===== config.mk =====
export PLATFORM = sky130hd
export DESIGN_NAME = thermal_limit_monitor_regs
export DESIGN_NICKNAME = d
export VERILOG_FILES = /design/src/verilog/thermal_limit_monitor_regs.v
export VERILOG_INCLUDE_DIRS = /design/src /design/src/inc
export SDC_FILE = /design/constraint.sdc
export NUM_CORES = 1
export LEC_CHECK = 0
export ABC_AREA = 1
export BUFFER_PORTS_ARGS = -buffer_cell sky130_fd_sc_hd__buf_2
export CORE_ASPECT_RATIO = 0.8
export CORE_MARGIN = 2
export CORE_UTILIZATION = 63
export DETAILED_ROUTE_END_ITERATION = 7
export PLACE_DENSITY = 0.94
export SLEW_MARGIN = 5
export SYNTH_ARGS = -nofsm -noshare
export SYNTH_HDL_FRONTEND = slang
export SYNTH_SLANG_ARGS = --single-unit

===== constraint.sdc =====
create_clock -name aclk -period 6.3 [get_ports aclk]
set_input_delay 0.63 -clock aclk [delete_from_list [all_inputs] [get_ports aclk]]
set_output_delay 0.63 -clock aclk [all_outputs]
set_load 0.01 [all_outputs]

===== src/inc/thermal_limit_monitor_defines.vh =====
`ifndef THERMAL_LIMIT_MONITOR_DEFINES_VH
`define THERMAL_LIMIT_MONITOR_DEFINES_VH

// ****************************************
// Register indexes
// ****************************************
`define IDX_CONFIG 6'h01
`define IDX_UPPER 6'h02
`define IDX_LOWER 6'h03
`define IDX_CRIT 6'h04
`define IDX_TEMP 6'h05
`define IDX_MAKER 6'h06
`define IDX_PART 6'h07
`define IDX_TIMEOUT 6'h08

// ****************************************
// Configuration register fields
// ****************************************
`define CFG_HYST_HI 10
`define CFG_HYST_LO 9
`define CFG_SENSOR_SHUTDOWN 8
`define CFG_CLOCK 7
`define CFG_WLOCK 6
`define CFG_CLEAR 5
`define CFG_STS 4
`define CFG_EN 3
`define CFG_CONLY 2
`define CFG_POL 1
`define CFG_MODE 0
`define TMO_DIS_BIT 7

// ****************************************
// Reading register status bits
// ****************************************
`define RD_CRIT 15
`define RD_HIGH 14
`define RD_LOW 13

// ****************************************
// Reset values
// ****************************************
`define RESET_CFG 16'h0000
`define RESET_LIMIT 11'h000
`define RESET_TEMP 13'h0000
`define RESET_TMO 1'b0

// ****************************************
// Hysteresis in quarter degrees
// ****************************************
`define HYST_OFF 12'h000
`define HYST_1P5 12'h006
`define HYST_3 12'h00c
`define HYST_6 12'h018

// ****************************************
// Reading resolution masks
// ****************************************
`define MASK_RES0 13'h1ff8
`define MASK_RES1 13'h1ffc
`define MASK_RES2 13'h1ffe
`define MASK_RES3 13'h1fff

// ****************************************
// Bus answers and timing
// ****************************************
`define RESP_OKAY 2'b00
`define RESP_SLVERR 2'b10
`define CLK_HZ 200000000
`define TIMEOUT_MS 25

`endif


===== src/verilog/thermal_limit_monitor_regs.v =====
// The AXI4-Lite interface to the registers was chosen for this implementation.
`timescale 1ns/1ps
`include "thermal_limit_monitor_defines.vh"

// Contract
// [RULE1] Limits and reading are two's complement; bits 12..2 always defined.
// [RULE2] Comparisons use bits 12..2 only; reads show full configured resolution.
// [RULE3] Reading bits 2..0 unused at current resolution read zero.
// [RULE4] Host writes bit 2 of limits zero at half-degree resolution.
// [RULE5] Limits: sign at 12, magnitude 11..2; host writes other bits zero.
// [RULE6] Above upper limit asserts alert when enabled.
// [RULE7] Below lower limit asserts alert when enabled.
// [RULE8] Window lock makes upper and lower limits read-only.
// [RULE9] Above critical asserts alert until at or below critical minus hysteresis.
// [RULE10] Critical lock makes critical limit read-only.
// [RULE11] Reading bit 15 flags critical, clears at or below critical minus hysteresis.
// [RULE12] Reading bit 14 sets above upper, clears at upper minus hysteresis.
// [RULE13] Reading bit 13 sets below lower minus hysteresis, clears at lower.
// [RULE14] Reading holds measured temperature in bits 12..0, limit encoding.
// [RULE15] Maker code register returns a fixed constant.
// [RULE16] Part code: fixed device code high byte, revision low byte.
// [RULE17] Timeout bit 7 zero enables timeout, one disables; resets zero.
// [RULE18] Timeout register bits 15..8 and 6..0 read zero, ignore writes.
// [RULE19] Timeout disable bit writable during shutdown.
// [RULE20] Either lock freezes the timeout disable bit.
// [RULE21] Hysteresis select: 00 off, 01 1.5, 10 3, 11 6 degrees.
// [RULE22] Flags re-evaluated per stored conversion; frozen during shutdown.
// [RULE23] Mode 0 comparator, 1 interrupt; clear releases pin only in interrupt mode.
// [RULE24] Alert enable zero keeps pin deasserted.
// [RULE25] Critical-only bit restricts alert to the critical condition.
// [RULE26] Lock bits stay set until power-on reset.
module thermal_limit_monitor_regs #(
    parameter ADDR_W = 8,
    parameter [15:0] MAKER_CODE = 16'h0a5a,
    parameter [7:0] PART_CODE = 8'h5a,
    parameter [7:0] REVISION = 8'h01,
    parameter TIMEOUT_CYCLES = (`CLK_HZ / 1000) * `TIMEOUT_MS
) (
    input wire aclk,
    input wire aresetn,
    input wire [ADDR_W-1:0] s_axi_awaddr,
    input wire [2:0] s_axi_awprot,
    input wire s_axi_awvalid,
    output wire s_axi_awready,
    input wire [31:0] s_axi_wdata,
    input wire [3:0] s_axi_wstrb,
    input wire s_axi_wvalid,
    output wire s_axi_wready,
    output reg [1:0] s_axi_bresp,
    output reg s_axi_bvalid,
    input wire s_axi_bready,
    input wire [ADDR_W-1:0] s_axi_araddr,
    input wire [2:0] s_axi_arprot,
    input wire s_axi_arvalid,
    output wire s_axi_arready,
    output reg [31:0] s_axi_rdata,
    output reg [1:0] s_axi_rresp,
    output reg s_axi_rvalid,
    input wire s_axi_rready,
    input wire conv_valid,
    input wire [12:0] conv_result,
    input wire [1:0] resolution_report,
    input wire scl_in,
    output reg alert_out,
    output reg alert_oe_n,
    output reg sensor_shutdown,
    output reg bus_timeout_disable,
    output reg bus_timeout
);

    localparam CW = $clog2(TIMEOUT_CYCLES + 1);
    localparam [15:0] CFG_RST = `RESET_CFG;

    // ****************************************
    // Functions
    // ****************************************
    function [5:0] reg_index;
        input [ADDR_W-1:0] addr;
        begin
            reg_index = addr[7:2];
        end
    endfunction

    function mapped;
        input [ADDR_W-1:0] addr;
        begin
            mapped = (addr[1:0] == 2'b00) && (reg_index(addr) >= `IDX_CONFIG)
                && (reg_index(addr) <= `IDX_TIMEOUT) && ((addr >> 8) == 0);
        end
    endfunction

    function [15:0] merge;
        input [15:0] old;
        input [31:0] data;
        input [3:0] strb;
        begin
            merge = {strb[1] ? data[15:8] : old[15:8], strb[0] ? data[7:0] : old[7:0]};
        end
    endfunction

    function [12:0] res_mask;
        input [1:0] res;
        begin
            case (res)
                2'b00: res_mask = `MASK_RES0;
                2'b01: res_mask = `MASK_RES1;
                2'b10: res_mask = `MASK_RES2;
                default: res_mask = `MASK_RES3;
            endcase
        end
    endfunction

    // ****************************************
    // State
    // ****************************************
    reg [1:0] hyst_select;
    reg critical_limit_lock;
    reg window_limit_lock;
    reg alert_enable;
    reg critical_only_alert;
    reg alert_polarity;
    reg alert_mode;
    reg [10:0] upper_limit;
    reg [10:0] lower_limit;
    reg [10:0] critical_threshold;
    reg [12:0] temperature;
    reg flag_crit;
    reg flag_high;
    reg flag_low;
    reg int_latch;
    reg alert_asserted_flag;
    reg aw_held;
    reg w_held;
    reg [ADDR_W-1:0] awaddr_q;
    reg [31:0] wdata_q;
    reg [3:0] wstrb_q;
    reg scl_s1;
    reg scl_s2;
    reg scl_s3;
    reg scl_level;
    reg [CW-1:0] low_count;

    wire any_lock = critical_limit_lock | window_limit_lock;
    wire [15:0] cfg_rd = {5'h00, hyst_select, sensor_shutdown, critical_limit_lock, window_limit_lock,
        1'b0, alert_asserted_flag, alert_enable, critical_only_alert, alert_polarity, alert_mode};
    wire [15:0] upper_rd = {3'h0, upper_limit, 2'h0};
    wire [15:0] lower_rd = {3'h0, lower_limit, 2'h0};
    wire [15:0] crit_rd = {3'h0, critical_threshold, 2'h0};
    wire [15:0] temp_rd = {flag_crit, flag_high, flag_low, temperature & res_mask(resolution_report)}; // RULE3 RULE14
    wire [15:0] tmo_rd = {8'h00, bus_timeout_disable, 7'h00}; // RULE18

    // ****************************************
    // Write channel
    // ****************************************
    assign s_axi_awready = !aw_held && !s_axi_bvalid;
    assign s_axi_wready = !w_held && !s_axi_bvalid;
    wire do_write = aw_held && w_held && !s_axi_bvalid;
    wire [5:0] widx = reg_index(awaddr_q);
    wire wmap = mapped(awaddr_q);
    reg [15:0] wold;
    always @* begin
        case (widx)
            `IDX_CONFIG: wold = cfg_rd;
            `IDX_UPPER: wold = upper_rd;
            `IDX_LOWER: wold = lower_rd;
            `IDX_CRIT: wold = crit_rd;
            `IDX_TIMEOUT: wold = tmo_rd;
            default: wold = 16'h0000;
        endcase
    end
    wire [15:0] nv = merge(wold, wdata_q, wstrb_q);
    wire clear_pulse = do_write && wmap && (widx == `IDX_CONFIG) && nv[`CFG_CLEAR] && alert_mode; // RULE23
    always @(posedge aclk) begin
        if (!aresetn) begin
            aw_held <= 1'b0;
            w_held <= 1'b0;
            awaddr_q <= {ADDR_W{1'b0}};
            wdata_q <= 32'h00000000;
            wstrb_q <= 4'h0;
            s_axi_bvalid <= 1'b0;
            s_axi_bresp <= `RESP_OKAY;
        end else begin
            if (s_axi_awvalid && s_axi_awready) begin
                aw_held <= 1'b1;
                awaddr_q <= s_axi_awaddr;
            end
            if (s_axi_wvalid && s_axi_wready) begin
                w_held <= 1'b1;
                wdata_q <= s_axi_wdata;
                wstrb_q <= s_axi_wstrb;
            end
            if (do_write) begin
                aw_held <= 1'b0;
                w_held <= 1'b0;
                s_axi_bvalid <= 1'b1;
                s_axi_bresp <= wmap ? `RESP_OKAY : `RESP_SLVERR;
            end else if (s_axi_bvalid && s_axi_bready) begin
                s_axi_bvalid <= 1'b0;
            end
        end
    end

    // ****************************************
    // Control registers
    // ****************************************
    always @(posedge aclk) begin
        if (!aresetn) begin
            hyst_select <= CFG_RST[`CFG_HYST_HI:`CFG_HYST_LO];
            sensor_shutdown <= CFG_RST[`CFG_SENSOR_SHUTDOWN];
            critical_limit_lock <= CFG_RST[`CFG_CLOCK];
            window_limit_lock <= CFG_RST[`CFG_WLOCK];
            alert_enable <= CFG_RST[`CFG_EN];
            critical_only_alert <= CFG_RST[`CFG_CONLY];
            alert_polarity <= CFG_RST[`CFG_POL];
            alert_mode <= CFG_RST[`CFG_MODE];
            upper_limit <= `RESET_LIMIT;
            lower_limit <= `RESET_LIMIT;
            critical_threshold <= `RESET_LIMIT;
            bus_timeout_disable <= `RESET_TMO; // RULE17
        end else if (do_write && wmap) begin
            case (widx)
                `IDX_CONFIG: begin
                    if (!any_lock) begin
                        hyst_select <= nv[`CFG_HYST_HI:`CFG_HYST_LO];
                        alert_enable <= nv[`CFG_EN];
                        alert_polarity <= nv[`CFG_POL];
                        alert_mode <= nv[`CFG_MODE];
                    end
                    // Shutdown can always be left, only entered while unlocked
                    if (!nv[`CFG_SENSOR_SHUTDOWN] || !any_lock) begin
                        sensor_shutdown <= nv[`CFG_SENSOR_SHUTDOWN];
                    end
                    critical_limit_lock <= critical_limit_lock | nv[`CFG_CLOCK]; // RULE26
                    window_limit_lock <= window_limit_lock | nv[`CFG_WLOCK]; // RULE26
                    if (!window_limit_lock) begin
                        critical_only_alert <= nv[`CFG_CONLY];
                    end
                end
                `IDX_UPPER: begin
                    if (!window_limit_lock) begin // RULE8
                        upper_limit <= nv[12:2]; // RULE5
                    end
                end
                `IDX_LOWER: begin
                    if (!window_limit_lock) begin // RULE8
                        lower_limit <= nv[12:2]; // RULE5
                    end
                end
                `IDX_CRIT: begin
                    if (!critical_limit_lock) begin // RULE10
                        critical_threshold <= nv[12:2];
                    end
                end
                `IDX_TIMEOUT: begin
                    // Not gated by shutdown
                    if (!any_lock) begin // RULE20 RULE19
                        bus_timeout_disable <= nv[`TMO_DIS_BIT]; // RULE18
                    end
                end
                default: begin
                end
            endcase
        end
    end

    // ****************************************
    // Limit comparison
    // ****************************************
    reg [11:0] hyst_q;
    always @* begin
        case (hyst_select) // RULE21
            2'b01: hyst_q = `HYST_1P5;
            2'b10: hyst_q = `HYST_3;
            2'b11: hyst_q = `HYST_6;
            default: hyst_q = `HYST_OFF;
        endcase
    end
    // Quarter-degree field only
    wire signed [11:0] t_s = {conv_result[12], conv_result[12:2]}; // RULE1 RULE2
    wire signed [11:0] hi_s = {upper_limit[10], upper_limit};
    wire signed [11:0] lo_s = {lower_limit[10], lower_limit};
    wire signed [11:0] cr_s = {critical_threshold[10], critical_threshold};
    wire signed [11:0] hi_h = hi_s - $signed(hyst_q);
    wire signed [11:0] lo_h = lo_s - $signed(hyst_q);
    wire signed [11:0] cr_h = cr_s - $signed(hyst_q);
    wire next_crit = (t_s > cr_s) ? 1'b1 : (t_s <= cr_h) ? 1'b0 : flag_crit; // RULE9 RULE11
    wire next_high = (t_s > hi_s) ? 1'b1 : (t_s <= hi_h) ? 1'b0 : flag_high; // RULE12
    wire next_low = (t_s < lo_h) ? 1'b1 : (t_s >= lo_s) ? 1'b0 : flag_low; // RULE13
    wire conv_take = conv_valid && !sensor_shutdown; // RULE22
    wire window_event = !critical_only_alert && ((next_high && !flag_high) || (next_low && !flag_low)); // RULE25
    always @(posedge aclk) begin
        if (!aresetn) begin
            temperature <= `RESET_TEMP;
            flag_crit <= 1'b0;
            flag_high <= 1'b0;
            flag_low <= 1'b0;
            int_latch <= 1'b0;
        end else begin
            if (conv_take) begin // RULE22
                temperature <= conv_result; // RULE14
                flag_crit <= next_crit;
                flag_high <= next_high;
                flag_low <= next_low;
            end
            // Set wins over clear
            if (conv_take && window_event) begin
                int_latch <= 1'b1;
            end else if (clear_pulse || !alert_mode) begin // RULE23
                int_latch <= 1'b0;
            end
        end
    end

    // ****************************************
    // Alert pin
    // ****************************************
    wire window_cond = !critical_only_alert && (flag_high || flag_low); // RULE6 RULE7 RULE25
    wire next_alert = alert_enable && !sensor_shutdown
        && (flag_crit || (alert_mode ? int_latch : window_cond)); // RULE24 RULE9 RULE23

    always @(posedge aclk) begin
        if (!aresetn) begin
            alert_asserted_flag <= 1'b0;
            alert_out <= 1'b0;
            alert_oe_n <= 1'b1;
        end else begin
            alert_asserted_flag <= next_alert;
            alert_out <= alert_polarity;
            alert_oe_n <= !next_alert;
        end
    end

    // ****************************************
    // Bus clock low timeout
    // ****************************************
    always @(posedge aclk) begin
        if (!aresetn) begin
            scl_s1 <= 1'b1;
            scl_s2 <= 1'b1;
            scl_s3 <= 1'b1;
            scl_level <= 1'b1;
            low_count <= {CW{1'b0}};
            bus_timeout <= 1'b0;
        end else begin
            scl_s1 <= scl_in;
            scl_s2 <= scl_s1;
            scl_s3 <= scl_s2;
            if (scl_s2 == scl_s3) begin
                scl_level <= scl_s3;
            end
            if (scl_level || bus_timeout_disable) begin // RULE17
                low_count <= {CW{1'b0}};
                bus_timeout <= 1'b0;
            end else if (low_count == TIMEOUT_CYCLES[CW-1:0] - 1'b1) begin
                bus_timeout <= 1'b1;
            end else begin
                low_count <= low_count + 1'b1;
            end
        end
    end

    // ****************************************
    // Read channel
    // ****************************************
    assign s_axi_arready = !s_axi_rvalid;
    wire [5:0] ridx = reg_index(s_axi_araddr);
    reg [15:0] rd_word;
    always @* begin
        case (ridx)
            `IDX_CONFIG: rd_word = cfg_rd;
            `IDX_UPPER: rd_word = upper_rd;
            `IDX_LOWER: rd_word = lower_rd;
            `IDX_CRIT: rd_word = crit_rd;
            `IDX_TEMP: rd_word = temp_rd;
            `IDX_MAKER: rd_word = MAKER_CODE; // RULE15
            `IDX_PART: rd_word = {PART_CODE, REVISION}; // RULE16
            `IDX_TIMEOUT: rd_word = tmo_rd;
            default: rd_word = 16'h0000;
        endcase
    end
    always @(posedge aclk) begin
        if (!aresetn) begin
            s_axi_rvalid <= 1'b0;
            s_axi_rdata <= 32'h00000000;
            s_axi_rresp <= `RESP_OKAY;
        end else if (s_axi_arvalid && s_axi_arready) begin
            s_axi_rvalid <= 1'b1;
            s_axi_rdata <= mapped(s_axi_araddr) ? {16'h0000, rd_word} : 32'h00000000;
            s_axi_rresp <= mapped(s_axi_araddr) ? `RESP_OKAY : `RESP_SLVERR;
        end else if (s_axi_rvalid && s_axi_rready) begin
            s_axi_rvalid <= 1'b0;
        end
    end

endmodule // thermal_limit_monitor_regs


==> summary.txt <==
Place
  • Final GP Congestion: 1.073
  • DP Worst Slack: 2.696 ns
  • Post-DP HPWL: 18950 um
  • Port-buffer cells: 82
  • Placed cell areas: 9036 um^2

Global route
  • First-pass GRT wire length: 40480 um
  • Number of global-route vias before repair: 7973
  • Remaining global-route overflow: 0
  • Initial antenna violation count: 0
  • Total GRT Usage: 0.3567
  • Pin count of the biggest net entering global routing: 74

Setup path
  • Crit path launch type: flip-flop
  • Crit-path slowest cell: fa_1
  • Crit Path Max Fanout: 7
  • Worst EP arrival: 4.05 ns
  • Reg2reg setup slack: 2.60 ns
  • CP most frequent cell: nand2_1
  • Worst reg2reg endpoint: int_latch
  • Crit. End Element: flip-flop
  • Setup Crit Path Kind: reg2reg
  • FF-to-FF path depth: 25
  • RR Startpoint: hyst_select[1]
  • Max stage delay on crit path: 0.40 ns
  • Required time worst endpoint: 6.65 ns

Drt
  • Final wirelength: 25450 um
  • TritonRoute pass-1 iters: 8
  • DRT antenna net count: 0
  • DRT iter0 DRCs: 1145
  • Via-to-Cell Ratio: 5.870
  • Vias after detailed routing: 8728
  • Routed length per instance: 17.12 um
  • Detailed-route DRC error count: 2

Clock network
  • CTS Buffer Depth: 2
  • CTS Root Cell: clkbuf_16
  • Hold-fix buffers, CTS: 0
  • Clock sinks: 136
  • H-tree levels: 4
  • Setup bufs post-CTS: 0
  • TritonCTS clock tree: done
  • CTS resizes: 0
  • Clk_lat worst skew: 0.42 ns
  • Clk slew on worst S/H paths: 0.06 ns
  • CTS buffer count: 17

Timing
  • Hold Vio Cnt, Final: 0
  • Final setup vio count: 0
  • Slew Viols, Final: 0
  • TNS Setup: 0 ns
  • Final hold slack: 0.3984 ns
  • Final worst clock skew: 0.01069 ns
  • RSZ-0062 raised after global routing: no
  • Setup WS post-layout: 2.598 ns
  • Tcrit/Tclk final: 0.5876
  • Minimum clock period: 3.702 ns
  • Relative slew slack: 0.2576
  • Fmax: 0.2701 GHz
  • Actual slew at the worst max-slew pin: 1.114 ns

Flow run
  • Max-cap check violation count: 0

Yosys
  • Synth area leaders: dfxtp_1 32%, ha_1 12%, nand2_1 8.8%
  • Main synth FF type: dfxtp_1
  • Mapped cell area: 8576 um^2
  • Synth top area share: 0.3175
  • Most frequent cells after synthesis: 201 x nand2_1, 166 x inv_1, 136 x dfxtp_1, 135 x nor2_1, 128 x a21oi_1
  • Number of flops mapped to enable cells by yosys: 0
  • Ys async rst share: 0
  • Biggest area consumer among synthesized cells: dfxtp_1
  • Avg Cell Area, Syn: 7.041 um^2
  • FF+latch count, synth: 136
  • Synth warn: 0
  • Netlist cell types: 52
  • Register area share after synthesis: 0.3175
  • Count of mapped cells out of synthesis: 1218
  • Top-count cell post-synth: nand2_1

Floorplanning
  • FP Rows: 38
  • Die area: 14570 um^2
  • Core Box Area: 13410 um^2
  • Initial Utilization: 0.6396
  • Die height: 108.4 um
  • I/O pin count: 128
  • Width of the die: 134.4 um

Worst hold path
  • Hold endpoint: scl_s1
  • Hold crit path type: in2reg
  • Hold path start: scl_in
  • Hold Path Stages: 2

Pwr
  • Seq pwr share: 0.422
  • IR drop worst, VDD: 0.2444 mV
  • P_int: 1.579 mW
  • Leak: 4.293 nW
  • Combinational power share: 0.110
  • Net Sw Frac: 0.2674
  • Psw: 576.4 uW
  • PwrDens: 223.7 nW/um^2
  • Clock Power Share: 0.468

Layout
  • Filler cells: 1047
  • ANT cells: 0
  • Final #Nets: 1460
  • Fraction of layout cells with a size suffix above 1: 0.1125
  • Final Cell Area: 9635 um^2
  • Area growth from synthesis to layout: 12.36%

Status
  • Failing checks: design-rule violations
  • Status: finished with violations
[registers in the layout, summed over array words and instances (netlist names), 8 cells and up]
signal              flops
upper_limit            11
low_count              23
wdata_q                13
lower_limit            11
awaddr_q                8
critical_threshold     11
s_axi_rdata            16
temperature            13
[routing by layer]
| layer | vias to the layer above | GRT usage | part of all wire |
|---|---|---|---|
| met4 | 0 | 0.1323 | 0.031 |
| met3 | 74 | 0.06470 | 0.11 |
| li1 | 4180 | - | - |
| met1 | 3950 | 0.4842 | 0.42 |
| met2 | 524 | 0.5707 | 0.44 |
| met5 | - | 0 | 0 |
[worst max-delay path, delay by kind of cell, from the launching register on]
kind / cells / cell delay [ns]
adder cells (fa/ha/maj): 4 / 1.12
flip-flops: 1 / 0.31
buffers and inverters: 3 / 0.34
AO/OA/AOI/OAI: 2 / 0.19
AND/OR/NAND/NOR: 16 / 1.66
[stage by stage]
step / std cells / util / total power, mW
after global routing: 1487 / 0.7186 / 2.225
after floorplan: 1235 / - / 1.090
after CTS: 1487 / 0.7186 / 2.151
final: 1487 / 0.7186 / 2.155
after detailed placement: 1455 / 0.6739 / 1.158
after global placement: 1455 / 0.6739 / 1.147
[worst max-delay path by stage]
stage,start,cells after the start,end,slack (ns)
after floorplan,hyst_select[1],25,int_latch,3.26
after global placement,hyst_select[1],25,int_latch,2.81
after detailed placement,hyst_select[1],25,int_latch,2.70
after CTS,hyst_select[1],25,int_latch,2.67
after global routing,hyst_select[1],25,int_latch,2.17
final,hyst_select[1],25,int_latch,2.60
[power by group through the flow]
stage | Sequential, mW | Combinational [mW] | Clock, mW
2_1_floorplan | 0.919 | 0.171 | 0
3_3_place_gp | 0.926 | 0.220 | 0
3_5_place_dp | 0.927 | 0.230 | 0
4_1_cts | 0.909 | 0.233 | 1.01
5_1_grt | 0.912 | 0.268 | 1.04
6_report | 0.910 | 0.237 | 1.01
[area by class of cell]
class                           count  area, um^2  area share
Clock buffer                       20       456.7     0.04740
Clock inverter                     12       142.6     0.01480
Inverter                          174       653.1     0.06778
Multi-Input combinational cell    881        5010      0.5199
Sequential cell                   136        2723      0.2826
Tap cell                          180       225.2     0.02337
Timing Repair Buffer               84       425.4     0.04415
[cells by family (layout without fill, tap and decap cells)]
family,Yosys count,after routing,share of synthesized area
other,1,18,0.0004373
adder cells (fa/ha/maj),84,84,0.1252
flip-flops,136,136,0.3175
buffers and inverters,218,290,0.1058
multiplexers,4,4,0.004669
AND/OR/NAND/NOR,458,458,0.2378
AO/OA/AOI/OAI,296,296,0.1872
XOR/XNOR,21,21,0.02145
[placed cells by master, fill, tap and decap left out, types with 5 or more instances in the layout]
cell type	instances
buf_2	82
o21ai_0	109
nor2_1	135
nand2_1	201
nor3_1	18
or2_2	5
nand3_1	44
inv_1	166
o22ai_1	17
nand4_1	28
clkbuf_16	17
nor4_1	5
ha_1	81
o21ai_1	9
xor2_1	18
dfxtp_1	136
inv_2	6
a21oi_1	128
conb_1	18
Power figures use the tool's default switching activity.
